===== src/design/soc_curve_params.svh =====
// Offsets, reset values, field positions and timing constants of the charge-curve register bank
`ifndef SOC_CURVE_PARAMS_SVH
`define SOC_CURVE_PARAMS_SVH

// ****************************************
// Register offsets
// ****************************************
`define OFS_CURVE_28 8'h11
`define OFS_CURVE_41 8'h12
`define OFS_CURVE_55 8'h13
`define OFS_CURVE_69 8'h14
`define OFS_CURVE_84 8'h15
`define OFS_CURVE_FULL 8'h16
`define OFS_RATE_CFG 8'h17
`define OFS_IDLE_CFG 8'h18
`define OFS_READOUT 8'h21

// ****************************************
// Reset values
// ****************************************
`define RST_CURVE_28 8'h9e
`define RST_CURVE_41 8'ha3
`define RST_CURVE_55 8'hab
`define RST_CURVE_69 8'hb5
`define RST_CURVE_84 8'hc4
`define RST_CURVE_FULL 8'hd5
`define RST_CHARGE_RATE 3'h4
`define RST_DISCHARGE_RATE 3'h2
`define RST_IDLE_CFG 8'h00

// ****************************************
// Field positions
// ****************************************
`define CHARGE_RATE_MSB 6
`define CHARGE_RATE_LSB 4
`define DISCHARGE_RATE_MSB 2
`define DISCHARGE_RATE_LSB 0
`define IDLE_DIV_MSB 1
`define IDLE_DIV_LSB 0

// ****************************************
// Curve percentages and estimator scaling
// ****************************************
`define PCT_28 7'd28
`define PCT_41 7'd41
`define PCT_55 7'd55
`define PCT_69 7'd69
`define PCT_84 7'd84
`define PCT_FULL 7'd100
`define PCT_MAX 7'h64
`define FRAC_BITS 20
`define IDLE_BASE_SHIFT 3
// Interval between battery voltage samples, in milliseconds
`define SAMPLE_PERIOD_MS 1000
// Per-sample change at C/8 in 2^-20 percent units: 100 % per hour at 1 C
`define STEP_BASE ((100 * 1048576 / 8 / 36) * `SAMPLE_PERIOD_MS / 100000)

`endif


===== src/design/soc_curve_pkg.sv =====
// Types and shared decoding for the charge-curve estimator
package soc_curve_pkg;

  typedef enum logic [1:0] {MODE_IDLE, MODE_CHARGE, MODE_DISCHARGE} bat_mode_t;

  typedef enum logic [1:0] {ST_WAIT, ST_MAP, ST_APPLY} est_state_t;

  typedef logic [26:0] soc_acc_t;

  // Rate code to multiples of C/8
  function automatic logic [4:0] rate_eighths(input logic [2:0] code);
    unique case (code)
      3'h0: rate_eighths = 5'h01;
      3'h1: rate_eighths = 5'h02;
      3'h2: rate_eighths = 5'h04;
      3'h3: rate_eighths = 5'h06;
      3'h4: rate_eighths = 5'h08;
      3'h5: rate_eighths = 5'h0c;
      3'h6: rate_eighths = 5'h10;
      3'h7: rate_eighths = 5'h18;
    endcase
  endfunction

endpackage


===== src/design/soc_cfg_if.sv =====
// Configuration carried from the register bank to the estimator datapath
`timescale 1ns/1ps
interface soc_cfg_if;
  logic [7:0] point [6];
  logic [2:0] charge_rate;
  logic [2:0] discharge_rate;
  logic [1:0] idle_div;

  modport bank (output point, output charge_rate, output discharge_rate, output idle_div);
  modport curve (input point);
  modport rate (input charge_rate, input discharge_rate, input idle_div);
endinterface


===== src/design/soc_curve_interp.sv =====
// Maps a battery voltage code onto the charge curve by linear interpolation
`timescale 1ns/1ps
`include "soc_curve_params.svh"
module soc_curve_interp
  import soc_curve_pkg::*;
(
  // Configuration
  soc_cfg_if.curve cfg,
  // Voltage in, percent out
  input wire logic [7:0] vbat_in,
  output logic [6:0] pct_out
);

  logic [6:0] pct_tab [6];

  assign pct_tab[0] = `PCT_28;
  assign pct_tab[1] = `PCT_41;
  assign pct_tab[2] = `PCT_55;
  assign pct_tab[3] = `PCT_69;
  assign pct_tab[4] = `PCT_84;
  assign pct_tab[5] = `PCT_FULL;

  always_comb
  begin
    logic [15:0] num;
    logic [7:0] den;
    logic [15:0] quo;
    num = '0;
    den = '0;
    quo = '0;
    pct_out = '0;
    if (vbat_in >= cfg.point[5])
    begin
      pct_out = pct_tab[5];
    end
    else if (vbat_in <= cfg.point[0])
    begin
      // Below the lowest held point the curve runs straight to zero volts code
      num = 16'(vbat_in) * 16'(pct_tab[0]);
      den = cfg.point[0];
      quo = (den == 8'h00) ? 16'h0000 : num / 16'(den);
      pct_out = quo[6:0];
    end
    else
    begin
      for (int i = 0; i < 5; i++)
      begin
        if (vbat_in >= cfg.point[i] && vbat_in < cfg.point[i + 1])
        begin
          num = 16'(vbat_in - cfg.point[i]) * 16'(pct_tab[i + 1] - pct_tab[i]);
          den = cfg.point[i + 1] - cfg.point[i];
          quo = num / 16'(den);
          pct_out = pct_tab[i] + quo[6:0];
        end
      end
    end
  end

endmodule


===== src/design/soc_rate_clamp.sv =====
// Moves the estimate toward its target by no more than the mode's rate limit
`timescale 1ns/1ps
`include "soc_curve_params.svh"
module soc_rate_clamp
  import soc_curve_pkg::*;
(
  // Configuration
  soc_cfg_if.rate cfg,
  // Estimate update
  input wire soc_acc_t acc_in,
  input wire logic [6:0] target_in,
  input wire bat_mode_t mode_in,
  output soc_acc_t acc_out,
  output soc_acc_t step_out
);

  soc_acc_t target_acc;
  soc_acc_t diff;
  soc_acc_t charge_step;

  assign target_acc = {target_in, {`FRAC_BITS{1'b0}}};
  assign charge_step = 27'(rate_eighths(cfg.charge_rate)) * 27'(`STEP_BASE);

  always_comb
  begin
    unique case (mode_in)
      MODE_CHARGE: step_out = charge_step;
      MODE_DISCHARGE: step_out = 27'(rate_eighths(cfg.discharge_rate)) * 27'(`STEP_BASE);
      // Idle limit is the charging limit over 8, 16, 32 or 64
      default: step_out = charge_step >> (`IDLE_BASE_SHIFT + 32'(cfg.idle_div));
    endcase
  end

  always_comb
  begin
    if (target_acc >= acc_in)
    begin
      diff = target_acc - acc_in;
      acc_out = acc_in + ((diff < step_out) ? diff : step_out);
    end
    else
    begin
      diff = acc_in - target_acc;
      acc_out = acc_in - ((diff < step_out) ? diff : step_out);
    end
  end

endmodule


===== src/design/soc_curve_filter_config.sv =====
// Charge-curve breakpoint and rate-filter register bank with the state-of-charge estimator
//
// Contract
// - Each breakpoint holds an 8-bit RW code, voltage = 2.5 V + code * 8 mV.
// - 28 % breakpoint at offset 0x11, reset code 0x9e.
// - 41 % breakpoint at offset 0x12, reset code 0xa3.
// - 55 % breakpoint at offset 0x13, reset code 0xab.
// - 69 % breakpoint at offset 0x14, reset code 0xb5.
// - 84 % breakpoint at offset 0x15, reset code 0xc4.
// - Full-charge breakpoint at offset 0x16, reset code 0xd5.
// - Charging rate field, bits 6..4 of rate config, RW, reset 100.
// - Discharging rate field, bits 2..0 of rate config, RW, reset 010.
// - Rate codes 0..7 mean 0.125, 0.25, 0.5, 0.75, 1, 1.5, 2, 3 C.
// - Idle limit is charging limit over 8/16/32/64, field bits 1..0, reset 00.
// - Readout is read-only whole percent, 7 bits, never above 100.
`timescale 1ns/1ps
`include "soc_curve_params.svh"
module soc_curve_filter_config
  import soc_curve_pkg::*;
(
  // Clock and reset
  input wire logic core_clk_in,
  input wire logic arst_n_in,
  // Register access port
  input wire logic [7:0] reg_addr_in,
  input wire logic reg_wr_en_in,
  input wire logic reg_rd_en_in,
  input wire logic [7:0] reg_wdata_in,
  output logic [7:0] reg_rdata_out,
  output logic reg_rvalid_out,
  // Battery measurement and charger status
  input wire logic vbat_valid_in,
  input wire logic [7:0] vbat_code_in,
  input wire logic charging_in,
  input wire logic discharging_in,
  // Estimate
  output logic [6:0] charge_percent_readout_out
);

  // ****************************************
  // Reset release
  // ****************************************
  logic rst_meta_q;
  logic rst_n_q;

  always_ff @(posedge core_clk_in or negedge arst_n_in)
  begin
    if (!arst_n_in)
    begin
      rst_meta_q <= 1'b0;
      rst_n_q <= 1'b0;
    end
    else
    begin
      rst_meta_q <= 1'b1;
      rst_n_q <= rst_meta_q;
    end
  end

  // ****************************************
  // Register bank
  // ****************************************
  soc_cfg_if cfg ();

  logic [7:0] point_q [6];
  logic [2:0] charge_rate_q;
  logic [2:0] discharge_rate_q;
  logic [7:0] idle_cfg_q;
  logic [7:0] rdata_q;
  logic rvalid_q;
  logic [6:0] readout_q;

  function automatic logic [7:0] curve_reset(input int idx);
    unique case (idx)
      0: curve_reset = `RST_CURVE_28;
      1: curve_reset = `RST_CURVE_41;
      2: curve_reset = `RST_CURVE_55;
      3: curve_reset = `RST_CURVE_69;
      4: curve_reset = `RST_CURVE_84;
      default: curve_reset = `RST_CURVE_FULL;
    endcase
  endfunction

  function automatic logic is_curve(input logic [7:0] addr);
    is_curve = (addr >= `OFS_CURVE_28) && (addr <= `OFS_CURVE_FULL);
  endfunction

  always_ff @(posedge core_clk_in or negedge rst_n_q)
  begin
    if (!rst_n_q)
    begin
      for (int i = 0; i < 6; i++)
      begin
        point_q[i] <= curve_reset(i);
      end
    end
    else if (reg_wr_en_in && is_curve(reg_addr_in))
    begin
      point_q[3'(reg_addr_in - `OFS_CURVE_28)] <= reg_wdata_in;
    end
  end

  always_ff @(posedge core_clk_in or negedge rst_n_q)
  begin
    if (!rst_n_q)
    begin
      charge_rate_q <= `RST_CHARGE_RATE;
      discharge_rate_q <= `RST_DISCHARGE_RATE;
      idle_cfg_q <= `RST_IDLE_CFG;
    end
    else if (reg_wr_en_in)
    begin
      if (reg_addr_in == `OFS_RATE_CFG)
      begin
        charge_rate_q <= reg_wdata_in[`CHARGE_RATE_MSB:`CHARGE_RATE_LSB];
        discharge_rate_q <= reg_wdata_in[`DISCHARGE_RATE_MSB:`DISCHARGE_RATE_LSB];
      end
      // Upper idle bits have no function but hold what software writes
      if (reg_addr_in == `OFS_IDLE_CFG)
      begin
        idle_cfg_q <= reg_wdata_in;
      end
    end
  end

  always_comb
  begin
    for (int i = 0; i < 6; i++)
    begin
      cfg.point[i] = point_q[i];
    end
  end

  assign cfg.charge_rate = charge_rate_q;
  assign cfg.discharge_rate = discharge_rate_q;
  assign cfg.idle_div = idle_cfg_q[`IDLE_DIV_MSB:`IDLE_DIV_LSB];

  // Read data is held until the next read so a slow front end can fetch it
  always_ff @(posedge core_clk_in or negedge rst_n_q)
  begin
    if (!rst_n_q)
    begin
      rdata_q <= 8'h00;
      rvalid_q <= 1'b0;
    end
    else
    begin
      rvalid_q <= reg_rd_en_in;
      if (reg_rd_en_in)
      begin
        if (is_curve(reg_addr_in))
        begin
          rdata_q <= point_q[3'(reg_addr_in - `OFS_CURVE_28)];
        end
        else if (reg_addr_in == `OFS_RATE_CFG)
        begin
          rdata_q <= {1'b0, charge_rate_q, 1'b0, discharge_rate_q};
        end
        else if (reg_addr_in == `OFS_IDLE_CFG)
        begin
          rdata_q <= idle_cfg_q;
        end
        else if (reg_addr_in == `OFS_READOUT)
        begin
          rdata_q <= {1'b0, readout_q};
        end
        else
        begin
          rdata_q <= 8'h00;
        end
      end
    end
  end

  assign reg_rdata_out = rdata_q;
  assign reg_rvalid_out = rvalid_q;

  // ****************************************
  // Estimator
  // ****************************************
  est_state_t state_q;
  bat_mode_t mode_q;
  logic [7:0] vbat_q;
  logic [6:0] target_q;
  logic [6:0] interp_pct;
  soc_acc_t acc_q;
  soc_acc_t acc_next;
  soc_acc_t step;
  logic seeded_q;

  soc_curve_interp u_interp (
    .cfg(cfg.curve),
    .vbat_in(vbat_q),
    .pct_out(interp_pct)
  );

  soc_rate_clamp u_clamp (
    .cfg(cfg.rate),
    .acc_in(acc_q),
    .target_in(target_q),
    .mode_in(mode_q),
    .acc_out(acc_next),
    .step_out(step)
  );

  // Samples arriving while an update is in flight are dropped
  always_ff @(posedge core_clk_in or negedge rst_n_q)
  begin
    if (!rst_n_q)
    begin
      state_q <= ST_WAIT;
      mode_q <= MODE_IDLE;
      vbat_q <= 8'h00;
    end
    else
    begin
      unique case (state_q)
        ST_WAIT:
        begin
          if (vbat_valid_in)
          begin
            vbat_q <= vbat_code_in;
            mode_q <= charging_in ? MODE_CHARGE : (discharging_in ? MODE_DISCHARGE : MODE_IDLE);
            state_q <= ST_MAP;
          end
        end
        ST_MAP: state_q <= ST_APPLY;
        ST_APPLY: state_q <= ST_WAIT;
      endcase
    end
  end

  always_ff @(posedge core_clk_in or negedge rst_n_q)
  begin
    if (!rst_n_q)
    begin
      target_q <= 7'h00;
    end
    else if (state_q == ST_MAP)
    begin
      target_q <= interp_pct;
    end
  end

  // First sample seeds the estimate directly; later ones are rate limited
  always_ff @(posedge core_clk_in or negedge rst_n_q)
  begin
    if (!rst_n_q)
    begin
      acc_q <= '0;
      seeded_q <= 1'b0;
    end
    else if (state_q == ST_APPLY)
    begin
      seeded_q <= 1'b1;
      acc_q <= seeded_q ? acc_next : {target_q, {`FRAC_BITS{1'b0}}};
    end
  end

  always_ff @(posedge core_clk_in or negedge rst_n_q)
  begin
    if (!rst_n_q)
    begin
      readout_q <= 7'h00;
    end
    else
    begin
      readout_q <= (acc_q[26:`FRAC_BITS] > `PCT_MAX) ? `PCT_MAX : acc_q[26:`FRAC_BITS];
    end
  end

  assign charge_percent_readout_out = readout_q;

  // ****************************************
  // Checks
  // ****************************************
  logic first_q;

  always_ff @(posedge core_clk_in or negedge rst_n_q)
  begin
    if (!rst_n_q)
    begin
      first_q <= 1'b1;
    end
    else
    begin
      first_q <= 1'b0;
    end
  end

  property p_curve_write;
    @(posedge core_clk_in) disable iff (!rst_n_q)
    reg_wr_en_in && is_curve(reg_addr_in)
    |=> point_q[3'($past(reg_addr_in) - `OFS_CURVE_28)] == $past(reg_wdata_in);
  endproperty
  a_curve_write: assert property (p_curve_write) else $error("breakpoint write lost");

  property p_curve_reset;
    @(posedge core_clk_in) disable iff (!rst_n_q)
    first_q |-> point_q[0] == `RST_CURVE_28 && point_q[1] == `RST_CURVE_41 && point_q[2] == `RST_CURVE_55
      && point_q[3] == `RST_CURVE_69 && point_q[4] == `RST_CURVE_84 && point_q[5] == `RST_CURVE_FULL;
  endproperty
  a_curve_reset: assert property (p_curve_reset) else $error("breakpoint reset value wrong");

  property p_curve_readback;
    @(posedge core_clk_in) disable iff (!rst_n_q)
    reg_rd_en_in && reg_addr_in == `OFS_CURVE_41 && !reg_wr_en_in
    |=> reg_rvalid_out && reg_rdata_out == point_q[1];
  endproperty
  a_curve_readback: assert property (p_curve_readback) else $error("breakpoint readback wrong");

  property p_rate_write;
    @(posedge core_clk_in) disable iff (!rst_n_q)
    reg_wr_en_in && reg_addr_in == `OFS_RATE_CFG
    |=> charge_rate_q == $past(reg_wdata_in[6:4]) && discharge_rate_q == $past(reg_wdata_in[2:0]);
  endproperty
  a_rate_write: assert property (p_rate_write) else $error("rate field write lost");

  property p_rate_reset;
    @(posedge core_clk_in) disable iff (!rst_n_q)
    first_q |-> charge_rate_q == 3'h4 && discharge_rate_q == 3'h2 && idle_cfg_q == 8'h00;
  endproperty
  a_rate_reset: assert property (p_rate_reset) else $error("filter reset value wrong");

  property p_rate_read_zero;
    @(posedge core_clk_in) disable iff (!rst_n_q)
    reg_rd_en_in && reg_addr_in == `OFS_RATE_CFG |=> reg_rdata_out[7] == 1'b0 && reg_rdata_out[3] == 1'b0;
  endproperty
  a_rate_read_zero: assert property (p_rate_read_zero) else $error("unused rate bits not zero");

  property p_step_bound;
    @(posedge core_clk_in) disable iff (!rst_n_q)
    state_q == ST_APPLY && seeded_q && mode_q != MODE_IDLE
    |=> ((acc_q >= $past(acc_q)) ? acc_q - $past(acc_q) : $past(acc_q) - acc_q) <= $past(step);
  endproperty
  a_step_bound: assert property (p_step_bound) else $error("estimate moved past rate limit");

  property p_idle_step;
    @(posedge core_clk_in) disable iff (!rst_n_q)
    mode_q == MODE_IDLE |-> step == ((27'(rate_eighths(charge_rate_q)) * 27'(`STEP_BASE))
      >> (3 + 32'(idle_cfg_q[1:0])));
  endproperty
  a_idle_step: assert property (p_idle_step) else $error("idle limit not derived from charge limit");

  property p_readout_max;
    @(posedge core_clk_in) disable iff (!rst_n_q)
    charge_percent_readout_out <= 7'h64;
  endproperty
  a_readout_max: assert property (p_readout_max) else $error("readout above full");

  property p_toward_target;
    @(posedge core_clk_in) disable iff (!rst_n_q)
    state_q == ST_APPLY && seeded_q && {target_q, 20'h00000} > acc_q |=> acc_q > $past(acc_q) || $past(step) == '0;
  endproperty
  a_toward_target: assert property (p_toward_target) else $error("estimate not moving toward curve");

  property p_update_walk;
    @(posedge core_clk_in) disable iff (!rst_n_q)
    state_q == ST_WAIT && vbat_valid_in |=> state_q == ST_MAP ##1 state_q == ST_APPLY ##1 state_q == ST_WAIT;
  endproperty
  a_update_walk: assert property (p_update_walk) else $error("update sequence broken");

  c_charge: cover property (@(posedge core_clk_in) disable iff (!rst_n_q)
    state_q == ST_APPLY && seeded_q && mode_q == MODE_CHARGE);
  c_discharge: cover property (@(posedge core_clk_in) disable iff (!rst_n_q)
    state_q == ST_APPLY && seeded_q && mode_q == MODE_DISCHARGE);
  c_idle: cover property (@(posedge core_clk_in) disable iff (!rst_n_q)
    state_q == ST_APPLY && seeded_q && mode_q == MODE_IDLE && idle_cfg_q[1:0] == 2'h3);
  c_full: cover property (@(posedge core_clk_in) disable iff (!rst_n_q) charge_percent_readout_out == 7'h64);

endmodule


===== config.mk =====
export PLATFORM = sky130hd
export DESIGN_NAME = soc_curve_filter_config
export DESIGN_NICKNAME = d
export VERILOG_FILES = /design/src/design/soc_curve_pkg.sv /design/src/design/soc_cfg_if.sv /design/src/design/soc_curve_interp.sv /design/src/design/soc_rate_clamp.sv /design/src/design/soc_curve_filter_config.sv
export VERILOG_INCLUDE_DIRS = /design/src /design/src/design
export SDC_FILE = /design/constraint.sdc
export NUM_CORES = 2
export LEC_CHECK = 0
export BUFFER_PORTS_ARGS = -buffer_cell sky130_fd_sc_hd__buf_4
export CAP_MARGIN = 20
export CORE_ASPECT_RATIO = 1.2
export CORE_MARGIN = 4
export CORE_UTILIZATION = 35
export CTS_CLUSTER_DIAMETER = 150
export DETAILED_ROUTE_END_ITERATION = 16
export GPL_TIMING_DRIVEN = 0
export PLACE_DENSITY = 0.56
export SETUP_SLACK_MARGIN = 0.5
export SLEW_MARGIN = 20
export SYNTH_ARGS = -nofsm -noshare
export SYNTH_HDL_FRONTEND = slang
export SYNTH_HIERARCHICAL = 1
export SYNTH_SLANG_ARGS = --single-unit

===== constraint.sdc =====
create_clock -name core_clk_in -period 9 [get_ports core_clk_in]
set_input_delay 2.7 -clock core_clk_in [delete_from_list [all_inputs] [get_ports core_clk_in]]
set_output_delay 2.7 -clock core_clk_in [all_outputs]
set_load 0.02 [all_outputs]

==> metrics.md <==
| Metric | Value |
|---|---|
| Largest net degree at the start of global routing | 57 |
| Drt wl/cell | 18.6 um |
| Share of layout cells above drive strength 1 | 26.2% |
| Post-route ant nets | 0 |
| Number of global-route vias before repair | 54100 |
| Max Cap Viol | 0 |
| Initial Utilization | 35.4% |
| Final hold vios | 0 |
| TritonCTS Buffers | 17 |
| Die Width | 356 um |
| Filler-free cell count of the finished design | 9456 |
| CP max FO | 6 |
| Synthesized cell area | 50800 um^2 |
| Syn Inst Count | 6757 |
| Max Transition Viols Final | 0 |
| Die height | 425 um |
| Row Count | 152 |
| Total congestion overflow | 0 |
| Failing checks | negative setup slack |
| Critical path launch point type | flop |
| Gr usage total | 21.9% |
| Die footprint | 151000 um^2 |
| Clk pin slew, worst setup/hold paths | 90 ps |
| First DRT Iteration DRCs | 3115 |
| Crit path DAT | 35070 ps |
| Gpl congestion | 0.924 |
| Antenna violations before repair | 1 |
| Synth warn | 6 |
| Final cycle utilization of the critical path | 386% |
| CP Class | reg -> reg |
| Placed inst area | 54400 um^2 |
| Status | finished with violations |
| CTS H-tree depth | 4 |
| Vias per cell | 5.83 |
| # port buffers | 45 |
| RSZ-0062 raised after global routing | true |
| Most common cell on crit path | o21a_1 |
| First-pass GRT wire length | 277000 um |
| Syn Area/Cell | 7.52 um^2 |
| Worst slew pin tran | 1160 ps |
| CTS Buffer Depth | 2 |
| Hold-fix buffers, CTS | 0 |
| Slowest stage delay, CP | 580 ps |
| Fin area | 64400 um^2 |
| Clock Latency Late Sink | 470 ps |
| Nets | 8470 |
| Aggregate routed wire length | 175000 um |
| CTS tree | done |
| Post-route minimum period | 34730 ps |
| Core area | 144000 um^2 |
| Worst min path class | reg -> async |
| Highest clock rate | 28.8 MHz |
| Critical Path RT | 9340 ps |
| DR vias | 55100 |
| Clk_skew | 28.0 ps |
| CTS sink cnt | 127 |
| Setup violators final | 14 |
| CTS root buf | clkbuf_16 |
| IO Pins | 47 |
| Post-DP HPWL | 131000 um |
| Final design utilization | 44.8% |
| Setup crit start | vbat_q[0] |
| R2R Path Start | vbat_q[0] |
| Drt first pass iters | 5 |
| Placed insts | 8737 |
| CP max stage cell | or4_4 |
| Max_slew headroom | 22.3% |
| Syn-to-layout area delta | 26.8% |
| Drc violations | 0 |
| Setup ws final | -25730 ps |
| Kind of end point of the critical path | flop |
[routing by layer]
metal  vias up  part of all wire (%)  global-route usage [%]  routed length, um
met4         0                   4.1                    8.18               7200
met2      1309                    49                    40.3              86500
met3       393                   3.8                    1.77               6680
li1      27000                     -                       -                  -
met1     26400                    43                    26.4              75100
met5         -                     0                       0                  0
[critical path: cells and delay by family (launching register included)]
family                     cells  cell delay [ps]
adders and majority gates     22             6260
xor gates and xnor gates       4              670
AOI/OAI and AO/OA             93            15300
DFF                            1              510
muxes                          8             2010
and+or+nand+nor               34             5870
buffers and inverters         32             3890
[worst paths after layout]
check / to / slack, ps / depth (start not counted)
worst min-delay path: acc_q[0] / 240 / 0
worst min register to register: acc_q[0] / 240 / 0
worst max register to register: target_q[2] / -25730 / 193
max in group asynchronous: rst_n_q / 6900 / 1
min in group core_clk_in: rst_n_q / 360 / 0
worst max-delay path: target_q[2] / -25730 / 193
[area by class of cell]
class                   count  area, um^2
plain buffers             141        1120
fillers                 14200       79200
inverters                 422        1640
repair buffers            739        5740
well taps                1925        2410
diodes                      1        2.50
clock buffers              17         425
flip-flops and latches    127        3230
multi-input cells        6069       49600
clock inverters            15         165
[cell usage in the layout, fill, tap and decap left out, drive strengths merged, types with 63 or more instances in the layout]
cell type,count
a211oi,63
a21o,184
a21oi,459
a31oi,63
buf,801
clkbuf,96
dfrtp,98
ha,860
inv,421
mux2,217
mux2i,84
nand2,454
nand2b,112
nand3,166
nand4,75
nor2,621
nor2b,80
nor3,370
o21a,331
o21ai,399
o31ai,144
or2,85
or3,68
xnor2,228
xor2,114
[per-stage QoR]
| step | setup slack (ps) | hold slack, ps | TNS, ps |
|---|---|---|---|
| 2_1_floorplan | -24740 | 331 | -171160 |
| 3_3_place_gp | -31350 | 335 | -226040 |
| 3_5_place_dp | -31630 | 246 | -228030 |
| 4_1_cts | -25030 | 254 | -173510 |
| 5_1_grt | -27300 | 262 | -192970 |
| 6_report | -25730 | 238 | -179230 |
[sequential cells by signal, summed over array words and instances, names as in the netlist]
name,cells
cfg.charge_rate,3
vbat_q,8
cfg.point,48
state_q,2
idle_cfg_q,8
cfg.discharge_rate,3
rst_meta_q,1
acc_q,27
mode_q,2
reg_rvalid_out,1
target_q,7
rst_n_q,1
reg_rdata_out,8
seeded_q,1
charge_percent_readout_out,7
[timing repair]
action	CTS	global route
cloned	0	0
pin swaps	413	305
setup endpoints to repair	27	25
resized for setup	714	220
setup buffers	550	136
Power is left out: the tool's default activity adds up to more than one toggle a clock period on the data nets, which glitch-free logic cannot reach.
